File: src/rtl/pdsau_pkg.sv
// Constants and types shared by the program and data space access unit
package pdsau_pkg;
  localparam int          PDSAU_DEA_W       = 16;
  localparam int          PDSAU_PA_W        = 24;
  localparam int          PDSAU_PW_W        = 24;
  localparam int          PDSAU_DW_W        = 16;
  localparam int          PDSAU_PAGE_W      = 8;
  localparam int          PDSAU_MAP_BIT     = 15;
  localparam int          PDSAU_CFG_BIT     = 7;
  localparam logic [15:0] PDSAU_ZERO_WORD   = 16'h0000;
  localparam logic [7:0]  PDSAU_ZERO_BYTE   = 8'h00;
  localparam logic [7:0]  PDSAU_PAGE_RST    = 8'h00;
  localparam logic [1:0]  PDSAU_STALL_ONE   = 2'h1;
  localparam logic [1:0]  PDSAU_STALL_TWO   = 2'h2;
  // Data RAM window; the X/Y split is wired in and not programmable
  localparam logic [15:0] PDSAU_RAM_BASE    = 16'h0800;
  localparam logic [15:0] PDSAU_RAM_END     = 16'h08ff;
  localparam logic [15:0] PDSAU_Y_BASE      = 16'h0880;
  // Register-port offsets, and the core control bit used here
  localparam logic [3:0]  PDSAU_REG_CORE    = 4'h0;
  localparam logic [3:0]  PDSAU_REG_VPAGE   = 4'h1;
  localparam logic [3:0]  PDSAU_REG_TPAGE   = 4'h2;
  localparam logic [3:0]  PDSAU_REG_STATUS  = 4'h3;
  localparam int          PDSAU_VIS_EN_BIT  = 2;

  typedef enum logic [2:0] {
    PDSAU_OP_NONE  = 3'h0,
    PDSAU_OP_DRD   = 3'h1,
    PDSAU_OP_DWR   = 3'h2,
    PDSAU_OP_MACRD = 3'h3,
    PDSAU_OP_TRDL  = 3'h4,
    PDSAU_OP_TRDH  = 3'h5,
    PDSAU_OP_TWRL  = 3'h6,
    PDSAU_OP_TWRH  = 3'h7
  } pdsau_op_t;

  typedef enum logic [1:0] {
    PDSAU_ST_IDLE  = 2'h0,
    PDSAU_ST_STALL = 2'h1,
    PDSAU_ST_DONE  = 2'h2
  } pdsau_state_t;
endpackage

File: src/rtl/pdsau_table_fmt.sv
// Combinational formatter for table reads of a program word
`timescale 1ns/10ps
`default_nettype none
module pdsau_table_fmt
  import pdsau_pkg::*;
(
  input  wire logic [23:0] pword_in,
  input  wire logic        high_in,
  input  wire logic        byte_in,
  input  wire logic        bsel_in,
  output logic      [15:0] data_out
);
  always_comb begin
    data_out = PDSAU_ZERO_WORD;
    if (!high_in) begin
      if (!byte_in) begin
        data_out = pword_in[15:0]; // RL1
      end else begin
        data_out = {PDSAU_ZERO_BYTE, bsel_in ? pword_in[15:8] : pword_in[7:0]}; // RL2
      end
    end else begin
      if (!byte_in) begin
        data_out = {PDSAU_ZERO_BYTE, pword_in[23:16]}; // RL3
      end else begin
        data_out = {PDSAU_ZERO_BYTE, bsel_in ? PDSAU_ZERO_BYTE : pword_in[23:16]}; // RL4
      end
    end
  end
endmodule
`default_nettype wire

File: src/rtl/pdsau_top.sv
// Program and data space access unit of the core
`timescale 1ns/10ps
`default_nettype none
// Notes on behaviour
// RL1: Low table word read returns program bits 15..0 as data 15..0.
// RL2: Low table byte read returns bits 7..0 or 15..8 by byte select.
// RL3: High table word read returns bits 23..16 in low byte, upper byte zero.
// RL4: High table byte read returns bits 23..16 for select zero, else zero.
// RL5: Low table ops hit bits 15..0; only high ops reach the top byte.
// RL6: Program addresses step by two per 24-bit word.
// RL7: Map to program memory only if address bit 15 and visibility enable set.
// RL8: Mapped address is visibility page above the low 15 address bits.
// RL9: Mapped read returns only the low 16 bits of the program word.
// RL10: Mapping is suspended during any table read or write.
// RL11: Outside repeat, mapping costs one cycle for MAC/move, two otherwise.
// RL12: Inside repeat, two cycles on first, last, interrupt exit and re-entry.
// RL13: MAC reads use Y pointers for Y, X pointers for X, concurrently.
// RL14: MAC X reads exclude Y range; otherwise X spans all data memory.
// RL15: All writes go over the X write bus, never the Y bus.
// RL16: Bit reversal only on X writes; modulo addressing in X space.
// RL17: Y space serves only MAC prefetch; others reach Y through X.
// RL18: Accumulator write-back may land anywhere over the X bus.
// RL19: Unimplemented or wrong-space MAC reads return all zero.
// RL20: The X/Y boundary is fixed in hardware.
// RL21: Data addresses are 16-bit byte addresses over 64 Kbytes.
// RL22: User accesses stay low; table page bit 7 picks configuration space.
// RL23: Table writes only hand address and data to the flash unit.
module pdsau_top
  import pdsau_pkg::*;
#(
  parameter int RAM_WORDS = 128
)(
  input  wire logic        clk_in,
  input  wire logic        rstn_in,
  input  wire logic [3:0]  reg_addr_in,
  input  wire logic [15:0] reg_wdata_in,
  input  wire logic        reg_wr_in,
  input  wire logic        reg_rd_in,
  output logic      [15:0] reg_rdata_out,
  input  wire logic        req_in,
  input  wire logic [2:0]  op_in,
  input  wire logic        byte_in,
  input  wire logic [15:0] x_ea_in,
  input  wire logic [15:0] y_ea_in,
  input  wire logic        x_ptr_is_x_in,
  input  wire logic        y_ptr_is_y_in,
  input  wire logic [15:0] wdata_in,
  input  wire logic        bitrev_in,
  input  wire logic [15:0] bitrev_base_in,
  input  wire logic        short_cost_in,
  input  wire logic        in_repeat_in,
  input  wire logic        rep_edge_in,
  input  wire logic [23:0] pmem_rdata_in,
  output logic      [23:0] pmem_addr_out,
  output logic             pmem_rd_out,
  output logic             flash_wr_out,
  output logic             flash_high_out,
  output logic      [15:0] flash_data_out,
  output logic             busy_out,
  output logic             done_out,
  output logic      [15:0] x_rdata_out,
  output logic      [15:0] y_rdata_out
);
  // ----------------------------------------------------------------
  // Registers
  // ----------------------------------------------------------------
  logic [15:0] core_control_reg_q;
  logic [7:0]  visibility_page_reg_q;
  logic [7:0]  table_page_reg_q;
  logic [15:0] ram_q [RAM_WORDS];
  pdsau_state_t state_q;
  logic [1:0]  stall_q;
  logic [15:0] map_reads_q;

  wire logic vis_en = core_control_reg_q[PDSAU_VIS_EN_BIT];

  always_ff @(posedge clk_in or negedge rstn_in) begin
    if (!rstn_in) begin
      core_control_reg_q    <= PDSAU_ZERO_WORD;
      visibility_page_reg_q <= PDSAU_PAGE_RST;
      table_page_reg_q      <= PDSAU_PAGE_RST;
    end else if (reg_wr_in) begin
      case (reg_addr_in)
        PDSAU_REG_CORE:  core_control_reg_q <= reg_wdata_in;
        PDSAU_REG_VPAGE: visibility_page_reg_q <= reg_wdata_in[7:0];
        PDSAU_REG_TPAGE: table_page_reg_q <= reg_wdata_in[7:0];
        default: ;
      endcase
    end
  end

  always_ff @(posedge clk_in or negedge rstn_in) begin
    if (!rstn_in) begin
      reg_rdata_out <= PDSAU_ZERO_WORD;
    end else if (reg_rd_in) begin
      case (reg_addr_in)
        PDSAU_REG_CORE:   reg_rdata_out <= core_control_reg_q;
        PDSAU_REG_VPAGE:  reg_rdata_out <= {PDSAU_ZERO_BYTE, visibility_page_reg_q};
        PDSAU_REG_TPAGE:  reg_rdata_out <= {PDSAU_ZERO_BYTE, table_page_reg_q};
        PDSAU_REG_STATUS: reg_rdata_out <= map_reads_q;
        default:          reg_rdata_out <= PDSAU_ZERO_WORD;
      endcase
    end else begin
      reg_rdata_out <= PDSAU_ZERO_WORD;
    end
  end

  // ----------------------------------------------------------------
  // Request decode
  // ----------------------------------------------------------------
  pdsau_op_t op;
  assign op = pdsau_op_t'(op_in);
  wire logic is_table = (op == PDSAU_OP_TRDL) || (op == PDSAU_OP_TRDH) ||
                        (op == PDSAU_OP_TWRL) || (op == PDSAU_OP_TWRH);
  wire logic is_data  = (op == PDSAU_OP_DRD) || (op == PDSAU_OP_DWR) || (op == PDSAU_OP_MACRD);
  // Table ops never map, even with bit 15 and enable set
  wire logic mapped = is_data && !is_table && x_ea_in[PDSAU_MAP_BIT] && vis_en; // RL7 RL10
  // Page above the low 15 bits; bit 0 stays a byte select, so words step by two
  wire logic [23:0] map_addr = {1'b0, visibility_page_reg_q, x_ea_in[14:0]}; // RL8 RL6
  wire logic [23:0] tbl_addr = {table_page_reg_q, x_ea_in[15:1], 1'b0}; // RL22 RL6

  // Cycle cost of a mapped access
  logic [1:0] cost;
  always_comb begin
    cost = PDSAU_STALL_TWO;
    if (!in_repeat_in) begin
      cost = short_cost_in ? PDSAU_STALL_ONE : PDSAU_STALL_TWO; // RL11
    end else begin
      cost = rep_edge_in ? PDSAU_STALL_TWO : PDSAU_STALL_ONE; // RL12
    end
  end

  // ----------------------------------------------------------------
  // Data RAM decode, fixed X/Y split
  // ----------------------------------------------------------------
  function automatic logic in_ram(input logic [15:0] a);
    in_ram = (a >= PDSAU_RAM_BASE) && (a <= PDSAU_RAM_END);
  endfunction
  function automatic logic in_y(input logic [15:0] a);
    in_y = (a >= PDSAU_Y_BASE) && (a <= PDSAU_RAM_END); // RL20
  endfunction

  localparam int IDX_W = $clog2(RAM_WORDS);
  // Bit reversal on the word index, relative to the buffer base
  logic [15:0] wr_ea;
  always_comb begin
    wr_ea = x_ea_in;
    if (bitrev_in) begin
      for (int i = 1; i < IDX_W + 1; i++) begin
        wr_ea[i] = x_ea_in[IDX_W + 1 - i] ^ bitrev_base_in[i]; // RL16
      end
    end
  end
  wire logic [15:0] x_off = x_ea_in - PDSAU_RAM_BASE;
  wire logic [15:0] y_off = y_ea_in - PDSAU_RAM_BASE;
  wire logic [15:0] w_off = wr_ea - PDSAU_RAM_BASE;
  wire logic [IDX_W-1:0] x_idx = x_off[IDX_W:1];
  wire logic [IDX_W-1:0] y_idx = y_off[IDX_W:1];
  wire logic [IDX_W-1:0] w_idx = w_off[IDX_W:1];

  // Write-back and ordinary writes share the one X write port; no Y write exists
  // A request that arrives while busy is dropped, so the write must be gated by the idle state too
  wire logic x_write = (state_q == PDSAU_ST_IDLE) && req_in && (op == PDSAU_OP_DWR) && !mapped &&
                       in_ram(wr_ea); // RL15 RL18
  always_ff @(posedge clk_in) begin
    if (x_write) begin
      if (!byte_in || !wr_ea[0]) begin
        if (!byte_in) begin
          ram_q[w_idx] <= wdata_in; // RL15
        end else begin
          ram_q[w_idx][7:0] <= wdata_in[7:0];
        end
      end else begin
        ram_q[w_idx][15:8] <= wdata_in[7:0];
      end
    end
  end

  // X read: MAC reads exclude Y range, others see the whole RAM
  logic [15:0] x_word;
  always_comb begin
    x_word = PDSAU_ZERO_WORD;
    if (op == PDSAU_OP_MACRD) begin
      if (x_ptr_is_x_in && in_ram(x_ea_in) && !in_y(x_ea_in)) begin
        x_word = ram_q[x_idx]; // RL13 RL14
      end
    end else if (in_ram(x_ea_in)) begin
      x_word = byte_in ? {PDSAU_ZERO_BYTE, x_ea_in[0] ? ram_q[x_idx][15:8] : ram_q[x_idx][7:0]}
                       : ram_q[x_idx]; // RL14 RL17 RL21
    end
  end
  // Y read path exists only for MAC prefetch
  wire logic [15:0] y_word = (op == PDSAU_OP_MACRD) && y_ptr_is_y_in && in_y(y_ea_in)
                             ? ram_q[y_idx] : PDSAU_ZERO_WORD; // RL17 RL19 RL13

  // ----------------------------------------------------------------
  // Table read formatting
  // ----------------------------------------------------------------
  logic [15:0] tbl_word;
  logic        hold_high_q;
  logic        hold_byte_q;
  logic        hold_bsel_q;
  logic        hold_map_q;
  pdsau_table_fmt u_fmt (
    .pword_in (pmem_rdata_in),
    .high_in  (hold_high_q),
    .byte_in  (hold_byte_q),
    .bsel_in  (hold_bsel_q),
    .data_out (tbl_word)
  );

  // ----------------------------------------------------------------
  // Sequencer: program memory answers from the held address while pmem_rd_out stands
  // ----------------------------------------------------------------
  wire logic start_idle = (state_q == PDSAU_ST_IDLE) && req_in;
  always_ff @(posedge clk_in or negedge rstn_in) begin
    if (!rstn_in) begin
      state_q        <= PDSAU_ST_IDLE;
      stall_q        <= 2'h0;
      pmem_addr_out  <= 24'h000000;
      pmem_rd_out    <= 1'b0;
      flash_wr_out   <= 1'b0;
      flash_high_out <= 1'b0;
      flash_data_out <= PDSAU_ZERO_WORD;
      busy_out       <= 1'b0;
      done_out       <= 1'b0;
      x_rdata_out    <= PDSAU_ZERO_WORD;
      y_rdata_out    <= PDSAU_ZERO_WORD;
      hold_high_q    <= 1'b0;
      hold_byte_q    <= 1'b0;
      hold_bsel_q    <= 1'b0;
      hold_map_q     <= 1'b0;
    end else begin
      pmem_rd_out  <= 1'b0;
      flash_wr_out <= 1'b0;
      done_out     <= 1'b0;
      case (state_q)
        PDSAU_ST_IDLE: begin
          if (req_in) begin
            hold_high_q <= (op == PDSAU_OP_TRDH);
            hold_byte_q <= byte_in;
            hold_bsel_q <= x_ea_in[0];
            hold_map_q  <= mapped;
            if (op == PDSAU_OP_TWRL || op == PDSAU_OP_TWRH) begin
              pmem_addr_out  <= tbl_addr; // RL23
              flash_data_out <= wdata_in;
              flash_high_out <= (op == PDSAU_OP_TWRH); // RL5
              flash_wr_out   <= 1'b1;
              done_out       <= 1'b1;
            end else if (op == PDSAU_OP_TRDL || op == PDSAU_OP_TRDH) begin
              pmem_addr_out <= tbl_addr; // RL5
              pmem_rd_out   <= 1'b1;
              busy_out      <= 1'b1;
              stall_q       <= PDSAU_STALL_ONE;
              state_q       <= PDSAU_ST_STALL;
            end else if (mapped && op != PDSAU_OP_DWR) begin
              pmem_addr_out <= map_addr; // RL8
              pmem_rd_out   <= 1'b1;
              busy_out      <= 1'b1;
              stall_q       <= cost; // RL11 RL12
              state_q       <= PDSAU_ST_STALL;
            end else if (op != PDSAU_OP_NONE) begin
              x_rdata_out <= mapped ? PDSAU_ZERO_WORD : x_word; // RL19
              y_rdata_out <= y_word;
              done_out    <= 1'b1;
            end
          end
        end
        PDSAU_ST_STALL: begin
          if (stall_q == PDSAU_STALL_ONE) begin
            if (hold_map_q) begin
              x_rdata_out <= pmem_rdata_in[15:0]; // RL9
            end else begin
              x_rdata_out <= tbl_word;
            end
            y_rdata_out <= PDSAU_ZERO_WORD;
            busy_out    <= 1'b0;
            done_out    <= 1'b1;
            state_q     <= PDSAU_ST_IDLE;
          end else begin
            // Keep the read up until the word is taken; a released port is not valid
            pmem_rd_out <= 1'b1;
            stall_q     <= stall_q - 2'h1;
          end
        end
        default: state_q <= PDSAU_ST_IDLE;
      endcase
    end
  end

  // Count of mapped reads, readable as status
  always_ff @(posedge clk_in or negedge rstn_in) begin
    if (!rstn_in) begin
      map_reads_q <= PDSAU_ZERO_WORD;
    end else if (start_idle && mapped && op != PDSAU_OP_DWR) begin
      map_reads_q <= map_reads_q + 16'h0001;
    end
  end

  // ----------------------------------------------------------------
  // Checks
  // ----------------------------------------------------------------
  map_gate_a: assert property (@(posedge clk_in) disable iff (!rstn_in) // RL7
    start_idle && (op == PDSAU_OP_DRD) && !(x_ea_in[15] && vis_en) |=> !pmem_rd_out)
    else $error("program read without mapping condition");
  table_nomap_a: assert property (@(posedge clk_in) disable iff (!rstn_in) // RL10
    start_idle && (op == PDSAU_OP_TRDL) |=> pmem_addr_out[23:16] == $past(table_page_reg_q))
    else $error("table read used visibility page");
  map_addr_a: assert property (@(posedge clk_in) disable iff (!rstn_in) // RL8
    start_idle && mapped && (op == PDSAU_OP_DRD) |=>
      pmem_addr_out == {1'b0, $past(visibility_page_reg_q), $past(x_ea_in[14:0])})
    else $error("mapped address wrong");
  cost_short_a: assert property (@(posedge clk_in) disable iff (!rstn_in) // RL11
    start_idle && mapped && (op == PDSAU_OP_DRD) && !in_repeat_in && short_cost_in |=> ##1 done_out)
    else $error("one-cycle cost wrong");
  cost_long_a: assert property (@(posedge clk_in) disable iff (!rstn_in) // RL12
    start_idle && mapped && (op == PDSAU_OP_DRD) && in_repeat_in && rep_edge_in |=> !done_out ##1 !done_out ##1 done_out)
    else $error("two-cycle cost wrong");
  map_low16_a: assert property (@(posedge clk_in) disable iff (!rstn_in) // RL9
    state_q == PDSAU_ST_STALL && stall_q == PDSAU_STALL_ONE && hold_map_q |=> x_rdata_out == $past(pmem_rdata_in[15:0]))
    else $error("mapped data not low 16 bits");
  high_word_a: assert property (@(posedge clk_in) disable iff (!rstn_in) // RL3
    state_q == PDSAU_ST_STALL && stall_q == PDSAU_STALL_ONE && !hold_map_q && hold_high_q |=> x_rdata_out[15:8] == 8'h00)
    else $error("high table read upper byte not zero");
  y_zero_a: assert property (@(posedge clk_in) disable iff (!rstn_in) // RL19
    start_idle && (op == PDSAU_OP_MACRD) && !y_ptr_is_y_in |=> y_rdata_out == 16'h0000)
    else $error("wrong-space Y read not zero");
  flash_pass_a: assert property (@(posedge clk_in) disable iff (!rstn_in) // RL23
    start_idle && (op == PDSAU_OP_TWRH) |=> flash_wr_out && flash_high_out && flash_data_out == $past(wdata_in))
    else $error("table write not handed over");
  low_word_a: assert property (@(posedge clk_in) disable iff (!rstn_in) // RL1
    state_q == PDSAU_ST_STALL && stall_q == PDSAU_STALL_ONE && !hold_map_q && !hold_high_q && !hold_byte_q |=>
      x_rdata_out == $past(pmem_rdata_in[15:0]))
    else $error("low table word wrong");
  high_byte_a: assert property (@(posedge clk_in) disable iff (!rstn_in) // RL4
    state_q == PDSAU_ST_STALL && stall_q == PDSAU_STALL_ONE && !hold_map_q && hold_high_q && hold_byte_q &&
      hold_bsel_q |=> x_rdata_out == 16'h0000)
    else $error("high table byte not zero");
  mac_dual_a: assert property (@(posedge clk_in) disable iff (!rstn_in) // RL13
    start_idle && (op == PDSAU_OP_MACRD) && !mapped |=> done_out && !busy_out)
    else $error("dual read not in one cycle");
  rd_hold_a: assert property (@(posedge clk_in) disable iff (!rstn_in) // RL11
    busy_out |-> pmem_rd_out)
    else $error("program read dropped while busy");
endmodule
`default_nettype wire

File: config.mk
export PLATFORM = sky130hd
export DESIGN_NAME = pdsau_top
export DESIGN_NICKNAME = d
export VERILOG_FILES = /design/src/rtl/pdsau_pkg.sv /design/src/rtl/pdsau_table_fmt.sv /design/src/rtl/pdsau_top.sv
export SDC_FILE = /design/constraint.sdc
export NUM_CORES = 2
export LEC_CHECK = 0
export BUFFER_PORTS_ARGS = -buffer_cell sky130_fd_sc_hd__buf_2
export CAP_MARGIN = 25
export CORE_MARGIN = 1
export CORE_UTILIZATION = 65
export CTS_CLUSTER_SIZE = 40
export DETAILED_ROUTE_END_ITERATION = 6
export PLACE_DENSITY = 0.94
export SLEW_MARGIN = 0
export SYNTH_ARGS = -nofsm -noshare
export SYNTH_HDL_FRONTEND = slang
export SYNTH_SLANG_ARGS = --single-unit
File: constraint.sdc
create_clock -name clk_in -period 4.5 [get_ports clk_in]
set_clock_uncertainty 0.1 [all_clocks]
set_input_delay 0.9 -clock clk_in [delete_from_list [all_inputs] [get_ports clk_in]]
set_output_delay 0.9 -clock clk_in [all_outputs]
set_load 0.01 [all_outputs]
==> metrics, run 1 <==
boundary pin count 216; Initial Util 0.657; Most used DFF post-synth edfxtp_1; Die X 384 um; sequential share of the synthesized area 0.688; Simple-Gate Fraction of Synth Area 0.0307; synth warn 0; PortBufs 205; # Post-CTS Setup Buffers 0; Syn Inst Count 4826; GRT repair_timing worst endpoint x_rdata_out[0]$_DFFE_PN0P_/D; FFs w/ async S/R, synth 0.0670; Exit stage global routing (5_1_grt); Final Wtd Congestion 1.03; height of the chip 384 um; XOR/XNOR share of the synthesized area 0.00203; largest family of logic cells by synthesized area multiplexers; row cnt 139; CTS Hold Bufs 0; synthesized cell area 94700 um2; area fraction of the dominant cell type after synthesis 0.649; Worst EP Category sequential cell input; clock buffer depth 3; # resized after CTS 0; H-tree Lvls 4; post-synthesis compound-gate area fraction 0.0348; outcome aborted with a tool error; post-synthesis register bit count 2195; Post-synth EDFFs 2048; Area after DPL 101000 um2; Synth Area in Adders 0.000264; Post-Syn Nets 4951; Distinct cells, synth 79; syn_area_per_cell 19.6 um2; CTS root buffer clkbuf_16; largest cells by area after synthesis edfxtp_1, mux4_2, dfrtp_1; largest net degree at the start of global routing 129; Synth area leader edfxtp_1; cts bufs inserted 208; initial antenna violation count 76; First Err [ERROR GRT-0183] Net net1254: the 3D maze router ran out of legal paths (heap underflow) - the net is boxed in by local congestion or blockages.; placed cell count 7177; HPWL Detailed 198 mm; post-synthesis mux area share 0.223; CTS Sinks 2195
## cells in the mapped netlist, types with 7 or more instances
library cell and instances:
edfxtp_1 2048, mux4_2 719, nor2_1 362, mux2i_1 229
nand2_1 187, dfrtp_1 147, clkbuf_1 139, a21oi_1 107
mux2_2 101, buf_2 85, o221ai_1 64, a22oi_1 61
mux4_1 56, o22ai_1 46, o21ai_0 45, buf_6 36
nand3_1 32, buf_1 27, nor3_1 20, a22o_1 19
buf_4 19, a211oi_1 17, xnor2_1 16, buf_8 15
nor4_1 15, a221oi_1 13, nor2b_1 13, a2111oi_0 12
a31oi_1 12, and3_1 12, a21o_1 9, nand4_1 9
and2_1 8, inv_1 8, nand2b_1 8, buf_12 7
o211ai_1 7, o22a_1 7
## cells by family after synthesis
kind of cell,after synthesis
muxes,1105
DFF,2195
xor gates and xnor gates,22
AOI/OAI and AO/OA,470
adders and majority gates,2
and+or+nand+nor,689
buffers and inverters,343
## through the flow
step           worst slack (ps)  TNS [ps]
3_3_place_gp               -301      -523
4_1_cts                     478         0
2_1_floorplan               878         0
3_5_place_dp              -90.4      -644
==> run 2, diff against run 1 <==
- CORE_UTILIZATION: 65 -> 40
- CTS_CLUSTER_SIZE: 40 -> unset
- PLACE_DENSITY: 0.94 -> unset
- PLACE_DENSITY_LB_ADDON: unset -> 0.15
==> run 2 against run 1 <==
Net effect: the run now ends clean; synthesized cell count did not move; synthesized area did not move.
==> metrics, run 2 <==
Syn Inst Count 4826 (unchanged); clock buffer depth 3 (unchanged); row cnt 178 (was 139); largest register by flop count ram_q; Synth Area in Adders 0.000264 (unchanged); Synth area leader edfxtp_1 (unchanged); DRC viols 0; fin area 112000 um2; Post-Route Utilization 0.474; synthesized cell area 94700 um2 (unchanged); H-tree Lvls 4 (unchanged); vias in the first global route 53.3k; final worst path period share 0.911; CTS root buffer clkbuf_16 (unchanged); Final ANT Viol Nets 0; Critical Path RT 5220 ps; most common cell after layout, fill and taps aside edfxtp_1; overflow left after global routing 0; outcome completed (was aborted with a tool error); count leader, synth edfxtp_1 (unchanged); CTS Sinks 2195 (unchanged); peak supply drop 0.407 mV; post-synthesis register bit count 2195 (unchanged); die area 239000 um2; Initial Util 0.402 (was 0.657); nets@finish 5735; Post-Syn Nets 4951 (unchanged); WL per Instance 33.9 um; RSZ-0062 raised after global routing no; Crit path arrival time 4820 ps; PwrDens 417 nW/um2; # resized after CTS 0 (unchanged); max reg flops 2048; cts bufs inserted 234 (was 208); share of layout cells above drive strength 1 0.356; vias post-DR 53.8k; Crit Path Max Fanout 33; boundary pin count 216 (unchanged); synth warn 0 (unchanged); clk_lat worst skew 880 ps; first-pass GRT wire length 422 mm; Simple-Gate Fraction of Synth Area 0.0307 (unchanged); Initial DRC Count 7006; post-synthesis mux area share 0.223 (unchanged); final setup violating endpoints 0; initial antenna violation count 23; Tightest Hold Check Type in -> reg; Final Max Tran Viols 0; Tmin final 4100 ps; Leak 0.0375 uW; total track usage 0.254; Top Registers ram_q x2048, pmem_addr_out x24; Die X 489 um (was 384 um); Fmax achieved 244 MHz; final hold vios 0; TritonCTS clock tree yes; largest cells by area after synthesis edfxtp_1, mux4_2, dfrtp_1 (unchanged); drt first pass iters 6; FFs w/ async S/R, synth 0.0670 (unchanged); Post-synth EDFFs 2048 (unchanged); type of origin of the critical path input port; HPWL Detailed 205 mm (was 198 mm); largest family of logic cells by synthesized area multiplexers (unchanged); DRT Wirelength 304 mm; Syn-to-layout area delta 17.9%; Final Wtd Congestion 0.886 (was 1.03); type of the worst setup path in -> reg; largest net degree at the start of global routing 129; clock-pin slew on the worst setup and hold paths 60 ps; Via density 6.00; synth cell count leaders edfxtp_1, mux4_2, nor2_1, mux2i_1, nand2_1 (unchanged); Slew @ Worst Pin 1190 ps; most frequent cells in the layout edfxtp_1, mux4_2, buf_4; area fraction of the dominant cell type after synthesis 0.649 (unchanged); Most used DFF post-synth edfxtp_1 (unchanged); Rel. slew slack 0.199; Setup crit end kind register; CORE AREA 235000 um2; XOR/XNOR share of the synthesized area 0.00203 (unchanged); Distinct cells, synth 79 (unchanged); sequential share of the synthesized area 0.688 (unchanged); PortBufs 205 (unchanged); syn_area_per_cell 19.6 um2 (unchanged); height of the chip 489 um (was 384 um); Max-Cap Viols 0; Area after DPL 104000 um2 (was 101000 um2); post-synthesis compound-gate area fraction 0.0348 (unchanged)
run 2: cells by family after synthesis:
| kind of cell | after synthesis |
|---|---|
| and+or+nand+nor | 689 |
| AOI/OAI and AO/OA | 470 |
| xor gates and xnor gates | 22 |
| buffers and inverters | 343 |
| muxes | 1105 |
| DFF | 2195 |
| adders and majority gates | 2 |
run 2: where the power goes:
group / internal [uW] / switching [uW]
clock network: 10900 / 8200
registers: 22700 / 298
logic: 1740 / 2720
run 2: area by class of cell:
| type | instances | area (um2) |
|---|---|---|
| Sequential cell | 2195 | 65200 |
| Clock inverter | 161 | 1490 |
| Clock buffer | 281 | 6100 |
| Antenna cell | 5 | 12.5 |
| Fill cell | 19700 | 124000 |
| Inverter | 11 | 47.5 |
| Multi-Input combinational cell | 2288 | 27600 |
| Timing Repair Buffer | 880 | 7320 |
| Tap cell | 3150 | 3940 |
run 2: per-stage QoR:
step           power [uW]  setup TNS [ps]  setup WS (ps)  hold WS, ps  instances
6_report            46500               0            398          149       8971
3_5_place_dp        27900            -375           -298          366       8522
3_3_place_gp        27800            -382           -284          365       8518
4_1_cts             46900               0            654         78.5       8965
2_1_floorplan       25600               0            878          342       4826
5_1_grt             47800               0            625          116       8968
run 2: worst max-delay path, cell delays in order:
cell and delay, ps:
buf_8 300, nand2_4 300, buf_4 360, o221ai_1 380
o22ai_1 170, o21bai_1 570, nand4_1 350, o21ai_0 1000
buf_4 250, o22a_1 120
run 2: worst paths after layout:
check,cells after the start,endpoint,startpoint,slack (ps)
setup reg to reg,9,ram_q[1][4],state_q[0],840
min in group asynchronous,2,flash_data_out[15],rstn_in,560
setup / recovery,10,x_rdata_out[0],x_ea_in[3],400
max in group asynchronous,3,x_rdata_out[1],rstn_in,2780
hold reg to reg,1,map_reads_q[15],map_reads_q[15],380
hold / removal,2,core_control_reg_q[11],reg_wdata_in[11],150
run 2: timing repair:
| action | CTS | global route |
|---|---|---|
| setup buffers | 0 | 0 |
| hold buffers | 1 | 0 |
| hold endpoints to repair | 16 | 0 |
run 2: metal layers:
| layer | track usage | wire length [um] | share of wire | vias up |
|---|---|---|---|---|
| met2 | 0.388 | 140000 | 0.46 | 2461 |
| met1 | 0.368 | 129000 | 0.42 | 28900 |
| met5 | 0 | 37 | 0.00012 | - |
| li1 | - | - | - | 22000 |
| met4 | 0.0807 | 9940 | 0.033 | 6 |
| met3 | 0.0488 | 25500 | 0.084 | 414 |
No activity file was read; power rests on OpenSTA's default activity.
